`config.mk`:
```
export PLATFORM = sky130hd
export DESIGN_NAME = uart_register_page_decode
export DESIGN_NICKNAME = d
export VERILOG_FILES = /design/src/shared/uart_page_pkg.sv /design/src/uart_register_page_decode.sv
export VERILOG_INCLUDE_DIRS = /design/src /design/src/shared
export SDC_FILE = /design/constraint.sdc
export NUM_CORES = 1
export LEC_CHECK = 0
export BUFFER_PORTS_ARGS = -buffer_cell sky130_fd_sc_hd__buf_4
export CAP_MARGIN = 40
export CORE_ASPECT_RATIO = 0.8
export CORE_MARGIN = 10
export CORE_UTILIZATION = 35
export DETAILED_ROUTE_END_ITERATION = 10
export PLACE_DENSITY = 0.62
export SLEW_MARGIN = 15
export SYNTH_ARGS = -nofsm -noshare
export SYNTH_HDL_FRONTEND = slang
export SYNTH_SLANG_ARGS = --single-unit
```
`constraint.sdc`:
```
create_clock -name clk_sys -period 2.5 [get_ports clk_sys]
set_input_delay 0.25 -clock clk_sys [delete_from_list [all_inputs] [get_ports clk_sys]]
set_output_delay 0.25 -clock clk_sys [all_outputs]
set_load 0.01 [all_outputs]
```
`src/shared/uart_page_consts.svh`:
```
// register offsets, access values and field positions for the page decoder
// assumes inclusion by bare name from design and bench files
`ifndef UART_PAGE_CONSTS_SVH
`define UART_PAGE_CONSTS_SVH

`define OFS_DIVISOR_LOW      3'h0
`define OFS_DIVISOR_HIGH     3'h1
`define OFS_ENHANCED         3'h2
`define OFS_LINE_CONTROL     3'h3
`define OFS_MODEM_CONTROL    3'h4
`define OFS_RESUME_ONE       3'h4
`define OFS_RESUME_TWO       3'h5
`define OFS_PAUSE_ONE        3'h6
`define OFS_FLOW_THRESHOLD   3'h6
`define OFS_PAUSE_TWO        3'h7
`define OFS_TRIGGER_LEVELS   3'h7
`define OFS_FIFO_READY       3'h7

`define LINE_DIVISOR_PAGE    8'h80
`define LINE_ENHANCED_PAGE   8'hBF
`define LINE_PLAIN_PAGE      8'h00
`define FEATURE_ENHANCE_BIT  4
`define MODEM_THRESH_BIT     6
`define MODEM_READY_BIT      4
`define REG_RESET            8'h00

`endif

```
`src/shared/uart_page_pkg.sv`:
```
// types for the page decoder
// assumes nothing of its surroundings
package uart_page_pkg;

    typedef enum logic [2:0]
    {
        page_base_type_e    = 3'b000,
        page_divisor        = 3'b001,
        page_enhanced       = 3'b011,
        page_threshold      = 3'b010,
        page_ready          = 3'b110
    } page_type;

    typedef struct packed
    {
        logic [2:0] addr;
        logic       rd;
        logic       wr;
        logic [7:0] wdata;
    } host_req_type;

endpackage

```
`src/uart_register_page_decode.sv`:
```
// register page decode for one channel: host bus, page selection, register bank
// assumes the host strobes are synchronous to clk_sys, one cycle per access
`timescale 1ns/10ps
`include "uart_page_consts.svh"

// Overview of operation
// - line control 0x80 turns offset 0 into the divisor low byte
// - line control 0x80 turns offset 1 into the divisor high byte
// - line control 0xBF maps offset 6 to pause one, 4 to resume one
// - line control 0xBF maps offset 7 to pause two, 5 to resume two
// - line control 0xBF maps offset 2 to the enhanced feature register
// - enhance bit, modem bit 6 and line control 0 expose threshold at 6
// - same conditions expose fifo trigger levels at offset 7
// - modem bit 4 cleared by mask EF exposes fifo ready status at 7
// - line control at offset 3 reads back its written value
// - modem control at offset 4 reads back its written value
// - base registers by address alone; extended ones also need access values
module uart_register_page_decode
#(
    parameter int unsigned DATA_W = 8
)
(
    input  wire logic                        clk_sys,
    input  wire logic                        reset,
    input  wire uart_page_pkg::host_req_type host_req,
    input  wire logic [DATA_W-1:0]           base_rdata,
    input  wire logic [DATA_W-1:0]           fifo_ready_status,
    output logic      [DATA_W-1:0]           rdata,
    output logic                             rvalid,
    output logic                             base_wr,
    output logic                             base_rd,
    output logic      [2:0]                  base_addr,
    output logic      [DATA_W-1:0]           base_wdata,
    output logic      [DATA_W-1:0]           divisor_low,
    output logic      [DATA_W-1:0]           divisor_high,
    output logic      [DATA_W-1:0]           enhanced_feature_control,
    output logic      [DATA_W-1:0]           line_control,
    output logic      [DATA_W-1:0]           modem_control,
    output logic      [DATA_W-1:0]           resume_char_one,
    output logic      [DATA_W-1:0]           resume_char_two,
    output logic      [DATA_W-1:0]           pause_char_one,
    output logic      [DATA_W-1:0]           pause_char_two,
    output logic      [DATA_W-1:0]           flow_threshold,
    output logic      [DATA_W-1:0]           fifo_trigger_levels,
    output uart_page_pkg::page_type          page
);
    import uart_page_pkg::*;

    // ------------------------------------------------------------
    // registers
    // ------------------------------------------------------------
    logic [DATA_W-1:0] div_lo_q;
    logic [DATA_W-1:0] dlh_q;
    logic [DATA_W-1:0] efc_q;
    logic [DATA_W-1:0] line_q;
    logic [DATA_W-1:0] modem_q;
    logic [DATA_W-1:0] ron_q;
    logic [DATA_W-1:0] rtw_q;
    logic [DATA_W-1:0] pon_q;
    logic [DATA_W-1:0] ptw_q;
    logic [DATA_W-1:0] thr_q;
    logic [DATA_W-1:0] tlv_q;
    logic [DATA_W-1:0] rdata_q;
    logic              rvalid_q;
    logic              base_wr_q;
    logic              base_rd_q;
    logic [2:0]        base_addr_q;
    logic [DATA_W-1:0] base_wdata_q;
    logic              pend_base_rd_q;
    page_type          page_q;
    page_type          page_d;

    // ------------------------------------------------------------
    // request fields
    // ------------------------------------------------------------
    // host strobes come from logic on clk_sys, so no synchroniser stands here
    logic [2:0]        a;
    logic              wr;
    logic              rd;
    logic [DATA_W-1:0] wd;

    assign a  = host_req.addr;
    assign wr = host_req.wr;
    assign rd = host_req.rd;
    assign wd = host_req.wdata[DATA_W-1:0];

    // ------------------------------------------------------------
    // page selection
    // ------------------------------------------------------------
    // the page is decoded from present register contents each cycle, so a
    // write to line control takes effect for the very next access
    // the checks run in priority order: line control at 0x80 or 0xBF
    // always opens its page, whatever the enable bits hold
    function automatic page_type decode_page
    (
        input logic [DATA_W-1:0] line,
        input logic [DATA_W-1:0] efc,
        input logic [DATA_W-1:0] modem
    );
        page_type p;
        p = page_base_type_e;
        if (line == `LINE_DIVISOR_PAGE)
            p = page_divisor;
        else if (line == `LINE_ENHANCED_PAGE)
            p = page_enhanced;
        else if (efc[`FEATURE_ENHANCE_BIT] && modem[`MODEM_THRESH_BIT]
                 && line == `LINE_PLAIN_PAGE)
            p = page_threshold;
        else if (!modem[`MODEM_READY_BIT])
            p = page_ready;
        return p;
    endfunction

    always_comb
    begin
        page_d = decode_page(line_q, efc_q, modem_q);
    end

    // page is a registered copy for observation only; the decode above
    // never waits for it, which is why it trails the registers by a cycle
    always_ff @(posedge clk_sys)
    begin
        if (reset)
            page_q <= page_base_type_e;
        else
            page_q <= page_d;
    end

    // ------------------------------------------------------------
    // extended register writes
    // ------------------------------------------------------------
    // an offset that the page does not claim falls through to the base set,
    // so a stray write never lands in a hidden register
    always_ff @(posedge clk_sys)
    begin
        if (reset)
        begin
            div_lo_q <= `REG_RESET;
            dlh_q <= `REG_RESET;
            efc_q <= `REG_RESET;
            ron_q <= `REG_RESET;
            rtw_q <= `REG_RESET;
            pon_q <= `REG_RESET;
            ptw_q <= `REG_RESET;
            thr_q <= `REG_RESET;
            tlv_q <= `REG_RESET;
        end
        else if (wr)
        begin
            case (page_d)
                page_divisor:
                begin
                    if (a == `OFS_DIVISOR_LOW)
                        div_lo_q <= wd;
                    else if (a == `OFS_DIVISOR_HIGH)
                        dlh_q <= wd;
                end
                page_enhanced:
                begin
                    if (a == `OFS_ENHANCED)
                        efc_q <= wd;
                    else if (a == `OFS_RESUME_ONE)
                        ron_q <= wd;
                    else if (a == `OFS_RESUME_TWO)
                        rtw_q <= wd;
                    else if (a == `OFS_PAUSE_ONE)
                        pon_q <= wd;
                    else if (a == `OFS_PAUSE_TWO)
                        ptw_q <= wd;
                end
                page_threshold:
                begin
                    if (a == `OFS_FLOW_THRESHOLD)
                        thr_q <= wd;
                    else if (a == `OFS_TRIGGER_LEVELS)
                        tlv_q <= wd;
                end
                default:
                begin
                end
            endcase
        end
    end

    // ------------------------------------------------------------
    // line control reachable on every page, modem control on all but the 0xBF page
    // ------------------------------------------------------------
    // modem control shares offset 4 with resume one, so it is hidden on
    // the 0xBF page only; line control is never hidden
    // neither belongs to the base set, so their writes never raise base_wr
    always_ff @(posedge clk_sys)
    begin
        if (reset)
            line_q <= `REG_RESET;
        else if (wr && a == `OFS_LINE_CONTROL)
            line_q <= wd;
    end

    always_ff @(posedge clk_sys)
    begin
        if (reset)
            modem_q <= `REG_RESET;
        else if (wr && a == `OFS_MODEM_CONTROL && page_d != page_enhanced)
            modem_q <= wd;
    end

    // ------------------------------------------------------------
    // read mux and base pass-through
    // ------------------------------------------------------------
    // an access is extended when the page claims its offset; anything else
    // falls through to the base register set
    function automatic logic is_ext
    (
        input page_type p,
        input logic [2:0] adr,
        input logic       is_rd
    );
        logic r;
        r = 1'b0;
        case (p)
            page_divisor:
                r = (adr == `OFS_DIVISOR_LOW) || (adr == `OFS_DIVISOR_HIGH);
            page_enhanced:
                r = (adr == `OFS_ENHANCED) || (adr >= `OFS_RESUME_ONE);
            page_threshold:
                r = (adr == `OFS_FLOW_THRESHOLD) || (adr == `OFS_TRIGGER_LEVELS);
            page_ready:
                r = is_rd && (adr == `OFS_FIFO_READY);
            default:
                r = 1'b0;
        endcase
        if (adr == `OFS_LINE_CONTROL)
            r = 1'b1;
        if (adr == `OFS_MODEM_CONTROL && p != page_enhanced)
            r = 1'b1;
        return r;
    endfunction

    // limitation: an extended read taken on the edge at which a base read
    // answers replaces that answer, so the host waits for rvalid between reads
    always_ff @(posedge clk_sys)
    begin
        if (reset)
        begin
            rdata_q        <= `REG_RESET;
            rvalid_q       <= 1'b0;
            pend_base_rd_q <= 1'b0;
        end
        else
        begin
            rvalid_q       <= 1'b0;
            pend_base_rd_q <= 1'b0;
            if (pend_base_rd_q)
            begin
                rdata_q  <= base_rdata;
                rvalid_q <= 1'b1;
            end
            if (rd && is_ext(page_d, a, 1'b1))
            begin
                rvalid_q <= 1'b1;
                if (a == `OFS_LINE_CONTROL)
                    rdata_q <= line_q;
                else if (a == `OFS_MODEM_CONTROL && page_d != page_enhanced)
                    rdata_q <= modem_q;
                else
                begin
                    case (page_d)
                        page_divisor:
                            rdata_q <= (a == `OFS_DIVISOR_LOW) ? div_lo_q : dlh_q;
                        page_enhanced:
                        begin
                            if (a == `OFS_ENHANCED)
                                rdata_q <= efc_q;
                            else if (a == `OFS_RESUME_ONE)
                                rdata_q <= ron_q;
                            else if (a == `OFS_RESUME_TWO)
                                rdata_q <= rtw_q;
                            else if (a == `OFS_PAUSE_ONE)
                                rdata_q <= pon_q;
                            else
                                rdata_q <= ptw_q;
                        end
                        page_threshold:
                            rdata_q <= (a == `OFS_FLOW_THRESHOLD) ? thr_q : tlv_q;
                        default:
                            rdata_q <= fifo_ready_status;
                    endcase
                end
            end
            else if (rd)
                pend_base_rd_q <= 1'b1;
        end
    end

    // ------------------------------------------------------------
    // base pass-through strobes
    // ------------------------------------------------------------
    // base strobes are registered; base_rdata must answer the cycle after
    always_ff @(posedge clk_sys)
    begin
        if (reset)
        begin
            base_wr_q    <= 1'b0;
            base_rd_q    <= 1'b0;
            base_addr_q  <= 3'h0;
            base_wdata_q <= `REG_RESET;
        end
        else
        begin
            base_wr_q    <= wr && !is_ext(page_d, a, 1'b0);
            base_rd_q    <= rd && !is_ext(page_d, a, 1'b1);
            base_addr_q  <= a;
            base_wdata_q <= wd;
        end
    end

    // ------------------------------------------------------------
    // outputs
    // ------------------------------------------------------------
    // every output is a plain copy of a flop, so the host never sees decode glitches
    assign rdata                    = rdata_q;
    assign rvalid                   = rvalid_q;
    assign base_wr                  = base_wr_q;
    assign base_rd                  = base_rd_q;
    assign base_addr                = base_addr_q;
    assign base_wdata               = base_wdata_q;
    assign divisor_low              = div_lo_q;
    assign divisor_high             = dlh_q;
    assign enhanced_feature_control = efc_q;
    assign line_control             = line_q;
    assign modem_control            = modem_q;
    assign resume_char_one          = ron_q;
    assign resume_char_two          = rtw_q;
    assign pause_char_one           = pon_q;
    assign pause_char_two           = ptw_q;
    assign flow_threshold           = thr_q;
    assign fifo_trigger_levels      = tlv_q;
    assign page                     = page_q;

endmodule

```
### After elaboration in Yosys (flattened, before gate mapping)

Index checks and enable logic that the tools add are counted.

| storage, ports and cells | value |
|---|---|
| register bits after elaboration | 114 |
| input bits | 31 |
| output and inout port bits | 113 |
| logic and storage cells | 92 |

| cells by class | value |
|---|---|
| order comparisons | 1 |
| equality and inequality tests | 14 |
| muxes and demuxes | 26 |
| bitwise operators | 5 |
| reductions and logical operators | 27 |

Operator list:

| operator | number |
|---|---|
| $mux W8 | 10 |
| $pmux W8 S3 | 1 |
| $eq A8 B8 Y1 const B | 2 |
| $eq A3 B3 Y1 const B | 5 |
| $eq A3 B2 Y1 const B | 4 |
| $mux W3 | 4 |
| $reduce_and A4 Y1 | 3 |
| $logic_and A1 B1 Y1 | 9 |
| $mux W1 | 9 |
| $reduce_and A3 Y1 | 3 |
| $logic_not A8 Y1 | 1 |
| $reduce_and A7 Y1 | 1 |
| $eq A3 B1 Y1 const B | 2 |
| $reduce_and A6 Y1 | 1 |
| $not A1 Y1 | 5 |
| $reduce_and A5 Y1 | 1 |
| $pmux W1 S4 | 1 |
| $ge A3 B3 Y1 const B | 1 |
| $logic_not A3 Y1 | 1 |
| $logic_or A1 B1 Y1 | 3 |
| $ne A3 B2 Y1 const B | 1 |
| $pmux W1 S3 | 1 |
| $logic_not A1 Y1 | 2 |
| $reduce_bool A2 Y1 | 1 |
| $reduce_or A2 Y1 | 1 |

### Logic depth before layout (Yosys ltp)

Gate-level depths: netlist of the first run.

| logic depth | value |
|---|---|
| depth after elaboration | 12 |
| gate-level depth with buffers | 9 |
| gate-level depth less buffers | 6 |

### Worst setup path before layout of the first run

OpenSTA, ideal clock, no wires.

| timing | value |
|---|---|
| path kind | register to register |
| from | register line_q[7] (netlist: line_control[7]) |
| to | register rdata_q[1] (netlist: rdata[1]) |
| setup time | 0.071 ns |
| arrival time | 1.963 ns |
| data required time | 2.429 ns |
| slack | 0.466 ns |
| stages on the path, launching flop included | 9 |
| path buffers | 2 |
| period minus slack after synthesis | 2.034 ns |
| path through | dfxtp_1 buf_2 nand4b_4 or2_1 buf_2 o22ai_2 o31ai_4 or4_1 a21oi_1 |

| on the way | value |
|---|---|
| longest elaborated chain between the ends | 12 |
| elaborated cells between the ends (all ways) | 23 |

Ends and longest elaborated chain:

| element | RTL line | text |
|---|---|---|
| start: declaration | uart_register_page_decode.sv:55 | `logic [DATA_W-1:0] line_q;` |
| start signal: assignment | uart_register_page_decode.sv:194 | `` line_q <= `REG_RESET; `` |
| start signal: assignment | uart_register_page_decode.sv:196 | `line_q <= wd;` |
| $logic_not A8 Y1 (no line) | - |  |
| $logic_and A1 B1 Y1 (no line) | - |  |
| $mux W3 | uart_register_page_decode.sv:106 | `` else if (efc[`FEATURE_ENHANCE_BIT] && modem[`MODEM_THRESH_BIT] `` |
| $mux W3 | uart_register_page_decode.sv:104 | `` else if (line == `LINE_ENHANCED_PAGE) `` |
| $mux W3 (*) | uart_register_page_decode.sv:102 | `` if (line == `LINE_DIVISOR_PAGE) `` |
| $eq A3 B3 Y1 (tied with other cells) | uart_register_page_decode.sv:220 | `case (p)` |
| $pmux W1 S4 | uart_register_page_decode.sv:220 |  |
| $mux W1 | uart_register_page_decode.sv:232 | `` if (adr == `OFS_LINE_CONTROL) `` |
| $mux W1 | uart_register_page_decode.sv:234 | `` if (adr == `OFS_MODEM_CONTROL && p != page_enhanced) `` |
| $mux W1 | uart_register_page_decode.sv:243 | `if (reset)` |
| $logic_and A1 B1 Y1 | uart_register_page_decode.sv:258 | `if (rd && is_ext(page_d, a, 1'b1))` |
| $mux W8 / $reduce_bool A2 Y1 (equally long branches) | - |  |
| end signal: assignment | uart_register_page_decode.sv:245 | `` rdata_q <= `REG_RESET; `` |
| end signal: assignment | uart_register_page_decode.sv:262 | `rdata_q <= line_q;` |
| end signal: assignment | uart_register_page_decode.sv:264 | `rdata_q <= modem_q;` |
| end: declaration | uart_register_page_decode.sv:63 | `logic [DATA_W-1:0] rdata_q;` |

Mark *: on every way between the ends. The rest lies on a longest branch, timed or not. The select of a mux whose other input is x is not followed.
A chain may end at the register's enable or synchronous reset.

### Final worst setup path of the first run

| timing | value |
|---|---|
| from | register line_q[0] (netlist: line_control[0]) |
| to | register rdata_q[1] (netlist: rdata[1]) |

The elaborated chain is that of the path after synthesis.

==> results of run 1 <==
cell type report:
type                       instances  share of cell area, %
tap                              184                   3.29
clock buffer                      19                   6.33
inverter                           3                  0.161
timing repair buffer             165                   17.7
sequential                       114                   32.6
multi-input combinational        379                   37.6
clock inverter                    13                   2.27
worst paths after layout:
path / start / to / slack, ns / cells past startpoint
setup / recovery: line_control[0] / rdata[1] / 0.13 / 6
hold / removal: host_req[9] / pend_base_rd_q / 0.10 / 2
setup reg to reg: line_control[0] / rdata[1] / 0.13 / 6
hold reg to reg: pause_char_one[0] / pause_char_one[0] / 0.49 / 2
cells in the final DEF (no fill, tap or decap), drive strengths merged, types with 2 or more instances in the layout:
cell type,synthesis,routed
a21oi,27,27
a221o,6,6
a221oi,2,2
a311oi,7,7
a31oi,2,2
and3,3,3
and3b,2,2
buf,19,165
bufinv,0,3
clkbuf,24,19
clkinv,0,6
clkinvlp,0,3
dfxtp,114,114
inv,3,4
mux2,7,7
mux2i,98,98
nand2,45,45
nand3,6,6
nand3b,3,3
nor2,88,88
nor2b,13,13
nor3,6,6
nor3b,3,3
nor4,3,3
o22ai,16,16
o2bb2ai,7,7
or2,3,3
or3,9,9
or4,6,6
report_power, final:
part | switching (mW) | leakage [nW] | internal, mW | total, mW
Clock | 0.876 | 0.289 | 1.59 | 2.47
Combinational | 0.204 | 1.98 | 0.150 | 0.354
Sequential | 0.0226 | 0.924 | 1.85 | 1.87
state kept, by name, indices dropped and copies added (netlist names), 3 cells and up:
signal                    cells
pause_char_one                8
flow_threshold                8
enhanced_feature_control      8
rdata                         8
resume_char_one               8
resume_char_two               8
page                          3
fifo_trigger_levels           8
base_wdata                    8
line_control                  8
divisor_low                   8
modem_control                 8
base_addr                     3
divisor_high                  8
pause_char_two                8
per-layer routing:
metal,wire (um),GRT usage [%]
met5,0,0
met4,306,5.05
met3,1490,5.53
met2,8710,29.2
met1,8320,24.7
logic make-up after synthesis:
group                  count (synthesis)  share of synthesized area [%]
buffers and inverters                 46                           3.99
AO/OA/AOI/OAI                         79                           11.8
multiplexers                         105                           20.7
AND/OR/NAND/NOR                      195                           18.9
flip-flops                           114                           44.7
metrics by stage:
stage	power, mW	cells	area (um2)	utilization [%]
after floorplan	2.10	539	5110	-
after global placement	2.26	845	6390	44.7
after detailed placement	2.27	845	6390	44.7
after CTS	4.73	877	6990	48.9
after global routing	4.84	877	7000	48.9
final	4.69	877	7000	48.9
==> out/results.ini, run 1 <==
[synthesis]
synth.net_count = 570
netlist_area_um2 = 5110
synth_ff_type = dfxtp_1
synthTopCellsByArea = dfxtp_1, mux2i_1, nor2_1
syn_inst = 539
ys_types = 53
ys_top_cells_by_count = dfxtp_1, mux2i_1, nor2_1, nand2_1, a21oi_1
ys_seq_elements = 114
synth_most_common_cell = dfxtp_1
ys_seq_area_share_pct = 44.7
synth_top_area_share_pct = 44.7
synthArstFlopShare_pct = 0
synth_edf_count = 0
avgSynthCellArea_um2 = 9.48
synth_top_cell_by_area = dfxtp_1
synth_warnings = 0

[power_and_ir_drop]
power_density_nw_per_um2 = 671
p_leak_nw = 3.20
peakVddDrop_uv = 515

[cells_and_area]
multi_input_area_um2 = 2630
area_growth_pct = 36.9
seqCellArea_um2 = 2280
nFillCells = 1373
diodes = 0
fin_nets = 711
post_route_cells_drive_above_1_share_pct = 31.6

[sta]
tightest_slew_ns = 0.569
finalHoldViolCount = 0
fin_crit_ns = 2.37
clock_skew_ns = 0.00871
drv_slew = 0
fin_setup_tns_ns = 0
rsz0062_at_grt = yes
setup_ws_ns = 0.133
holdWs_ns = 0.104
period_share_pct = 94.7
max_slew_margin_pct = 62.0
max_freq_mhz = 422
setup_viol = 0

[cts]
cts_hold_buf = 0
clkTransAtPathRegs_ns = 0.06
postCtsResizedCells = 0
clockBufferDepth = 2
cts_buffers = 17
cts.root.buffer_cell = clkbuf_16
cts_setup_buffers = 0
insertion_delay_ns = 0.41
htreeDepth = 4
cts_tree = yes
cts_sinks = 114

[run_status]
outcome = complete, no violations

[critical_path]
critPathLaunchType = register
cp-end-kind = register
path_class = reg -> reg
arrival_ns = 2.71
path_delay_family = simple AND/OR/NAND/NOR gates
cp_slowest_stage_delay_ns = 0.52
cp.buffers_inverters = 0
path_cells = nor3_1, nand3_1, o22ai_1, a311oi_1, or4_1, a21oi_1
critPathRequiredTime_ns = 2.84
slowest_stage = or4_1
path_max_fanout = 10

[grt]
antenna_found_initial = 0
grt_start_max_net_pins = 53
track_usage_pct = 18.8
grt_pass1_wl_um = 28700
globalRoute.totalOverflow = 0
grt_pass1_vias = 4800

[placed_design]
pre_cts_ws_ns = 0.0901
port_buffers = 143
globalplace.congestion = 0.883
hpwl_um = 14100

[routing]
vias = 4665
ant_nets = 0
drt_pass1_iterations = 5
wirelength_um = 18800
post-route-drc-count = 0
vias_per_cell = 5.32
post_drt_wl_per_cell_um = 21.5
drt_iter0_markers = 349

[die]
io_pins = 144
start_util_pct = 35.7
die_area_um2 = 19900
die_h_um = 128
rows = 39
fp.dieW_um = 155
fp.coreArea_um2 = 14300

[min_path]
hp-class = in -> reg

[flow_run]
maxCapViolCount = 0

No activity file was read; power rests on OpenSTA's default activity.
==> run 2: changes to the inputs <==
CTS_BUF_LIST = sky130_fd_sc_hd__clkbuf_4 sky130_fd_sc_hd__clkbuf_8   (was unset)
==> run 2 against run 1 <==
Count of clock-buffer cells in the layout did not move. Hold slack worse by 0.024 ns. Cell count is the same. Critical path type unchanged.
==> out/results.ini, run 2 (synthesized netlist as in run 1, its figures left out) <==
[grt]
antenna_found_initial = 0
grt_pass1_vias = 4824
track_usage_pct = 18.5
globalRoute.totalOverflow = 0
grt_start_max_net_pins = 53
grt_pass1_wl_um = 28500

[cells_and_area]
area_growth_pct = 33.4
design_area_um2 = 6820
nFillCells = 1399
fin_nets = 711
multi_input_area_um2 = 2640
layout.cells.most_common = buf_4
seqCellArea_um2 = 2280
diodes = 0
post_route_cells_drive_above_1_share_pct = 32.0
layout_common_cells = buf_4, dfxtp_1, mux2i_1

[sta]
finalHoldViolCount = 0
setup_viol = 0
tightest_slew_ns = 0.574
rsz0062_at_grt = no
drv_slew = 0
period_share_pct = 93.3
max_freq_mhz = 429
fin_setup_tns_ns = 0
clock_skew_ns = 0.0146
max_slew_margin_pct = 61.6
fin_crit_ns = 2.33

[critical_path]
slowest_stage = nor4_2
path_class = reg -> reg
critPathRequiredTime_ns = 2.87
critPathLaunchType = register
cp_slowest_stage_delay_ns = 0.49
r2r-start = line_control[3]
path_max_fanout = 7
startpoint = line_control[3]
arrival_ns = 2.70
cp-end-kind = register
path_cells = nor4_2, and3b_1, or3_1, nor2_1, or4_1, a21oi_1

[cts]
htreeDepth = 4
clockBufferDepth = 2
cts_buffers = 17
insertion_delay_ns = 0.43
cts_setup_buffers = 0
cts.root.buffer_cell = clkbuf_8
cts_tree = yes
clkTransAtPathRegs_ns = 0.08
cts_sinks = 114

[die]
fp.dieW_um = 155
die_h_um = 128
die_area_um2 = 19900
rows = 39
start_util_pct = 35.7
io_pins = 144
fp.coreArea_um2 = 14300

[min_path]
hold_start = host_req[9]
hp-class = in -> reg

[power_and_ir_drop]
power_density_nw_per_um2 = 592
p_leak_nw = 3.11
peakVddDrop_uv = 343

[routing]
vias_per_cell = 5.37
wirelength_um = 18800
post-route-drc-count = 0
drt_iter0_markers = 283
post_drt_wl_per_cell_um = 21.5
ant_nets = 0
vias = 4708
drt_pass1_iterations = 5

[placed_design]
hpwl_um = 14100
globalplace.congestion = 0.883
port_buffers = 143
placed_area_um2 = 6390

[run_status]
outcome = complete, no violations

[flow_run]
maxCapViolCount = 0

## run 2: cell counts in the layout (fill, tap and decap cells not counted)
No cell type changed its count.
## run 2: worst max-delay path, delay by kind of cell, from the launching register on
kind	cells	cell delay (ns)
simple gates	5	1.78
flops	1	0.37
compound gates	1	0.14
## run 2: report_power, final
| group | internal (mW) | switching [mW] |
|---|---|---|
| sequential | 1.85 | 0.0229 |
| combinational | 0.150 | 0.205 |
| clock | 1.02 | 0.789 |
| total | 3.02 | 1.02 |
## run 2: worst paths after layout
path | endpoint | slack (ns) | cells after the start
worst max-delay path | rdata[1] | 0.17 | 6
worst min-delay path | pend_base_rd_q | 0.08 | 2
worst max register to register | rdata[1] | 0.17 | 6
worst min register to register | pause_char_one[0] | 0.49 | 2
## run 2: timing repair
| item | in CTS | in global routing |
|---|---|---|
| hold buffers | 0 | 0 |
| resized for setup | 0 | 4 |
| endpoints found under the setup margin | 0 | 15 |
## run 2: final cells by class
| class | instances | area share (%) |
|---|---|---|
| clock inverters | 13 | 2.33 |
| inverters | 3 | 0.165 |
| repair buffers | 165 | 18.2 |
| multi-input cells | 379 | 38.7 |
| clock buffers | 19 | 3.74 |
| well taps | 184 | 3.38 |
| flip-flops and latches | 114 | 33.5 |
## run 2: metrics by stage
step	util, %	total power [mW]	std cells	worst slack, ns	hold WS, ns
floorplan	-	2.10	539	0.466	0.396
global placement	44.7	2.26	845	0.168	0.476
detailed placement	44.7	2.27	845	0.0901	0.482
CTS	47.6	4.06	877	0.0813	0.0651
global route	47.7	4.17	877	0.0113	0.0663
finish	47.7	4.04	877	0.167	0.0800
## run 2: routing by layer
layer  wire, um  GRT usage [%]
met1       8580           24.2
met2       8650           29.0
met3       1300           5.57
met4        290           4.77
met5          0              0
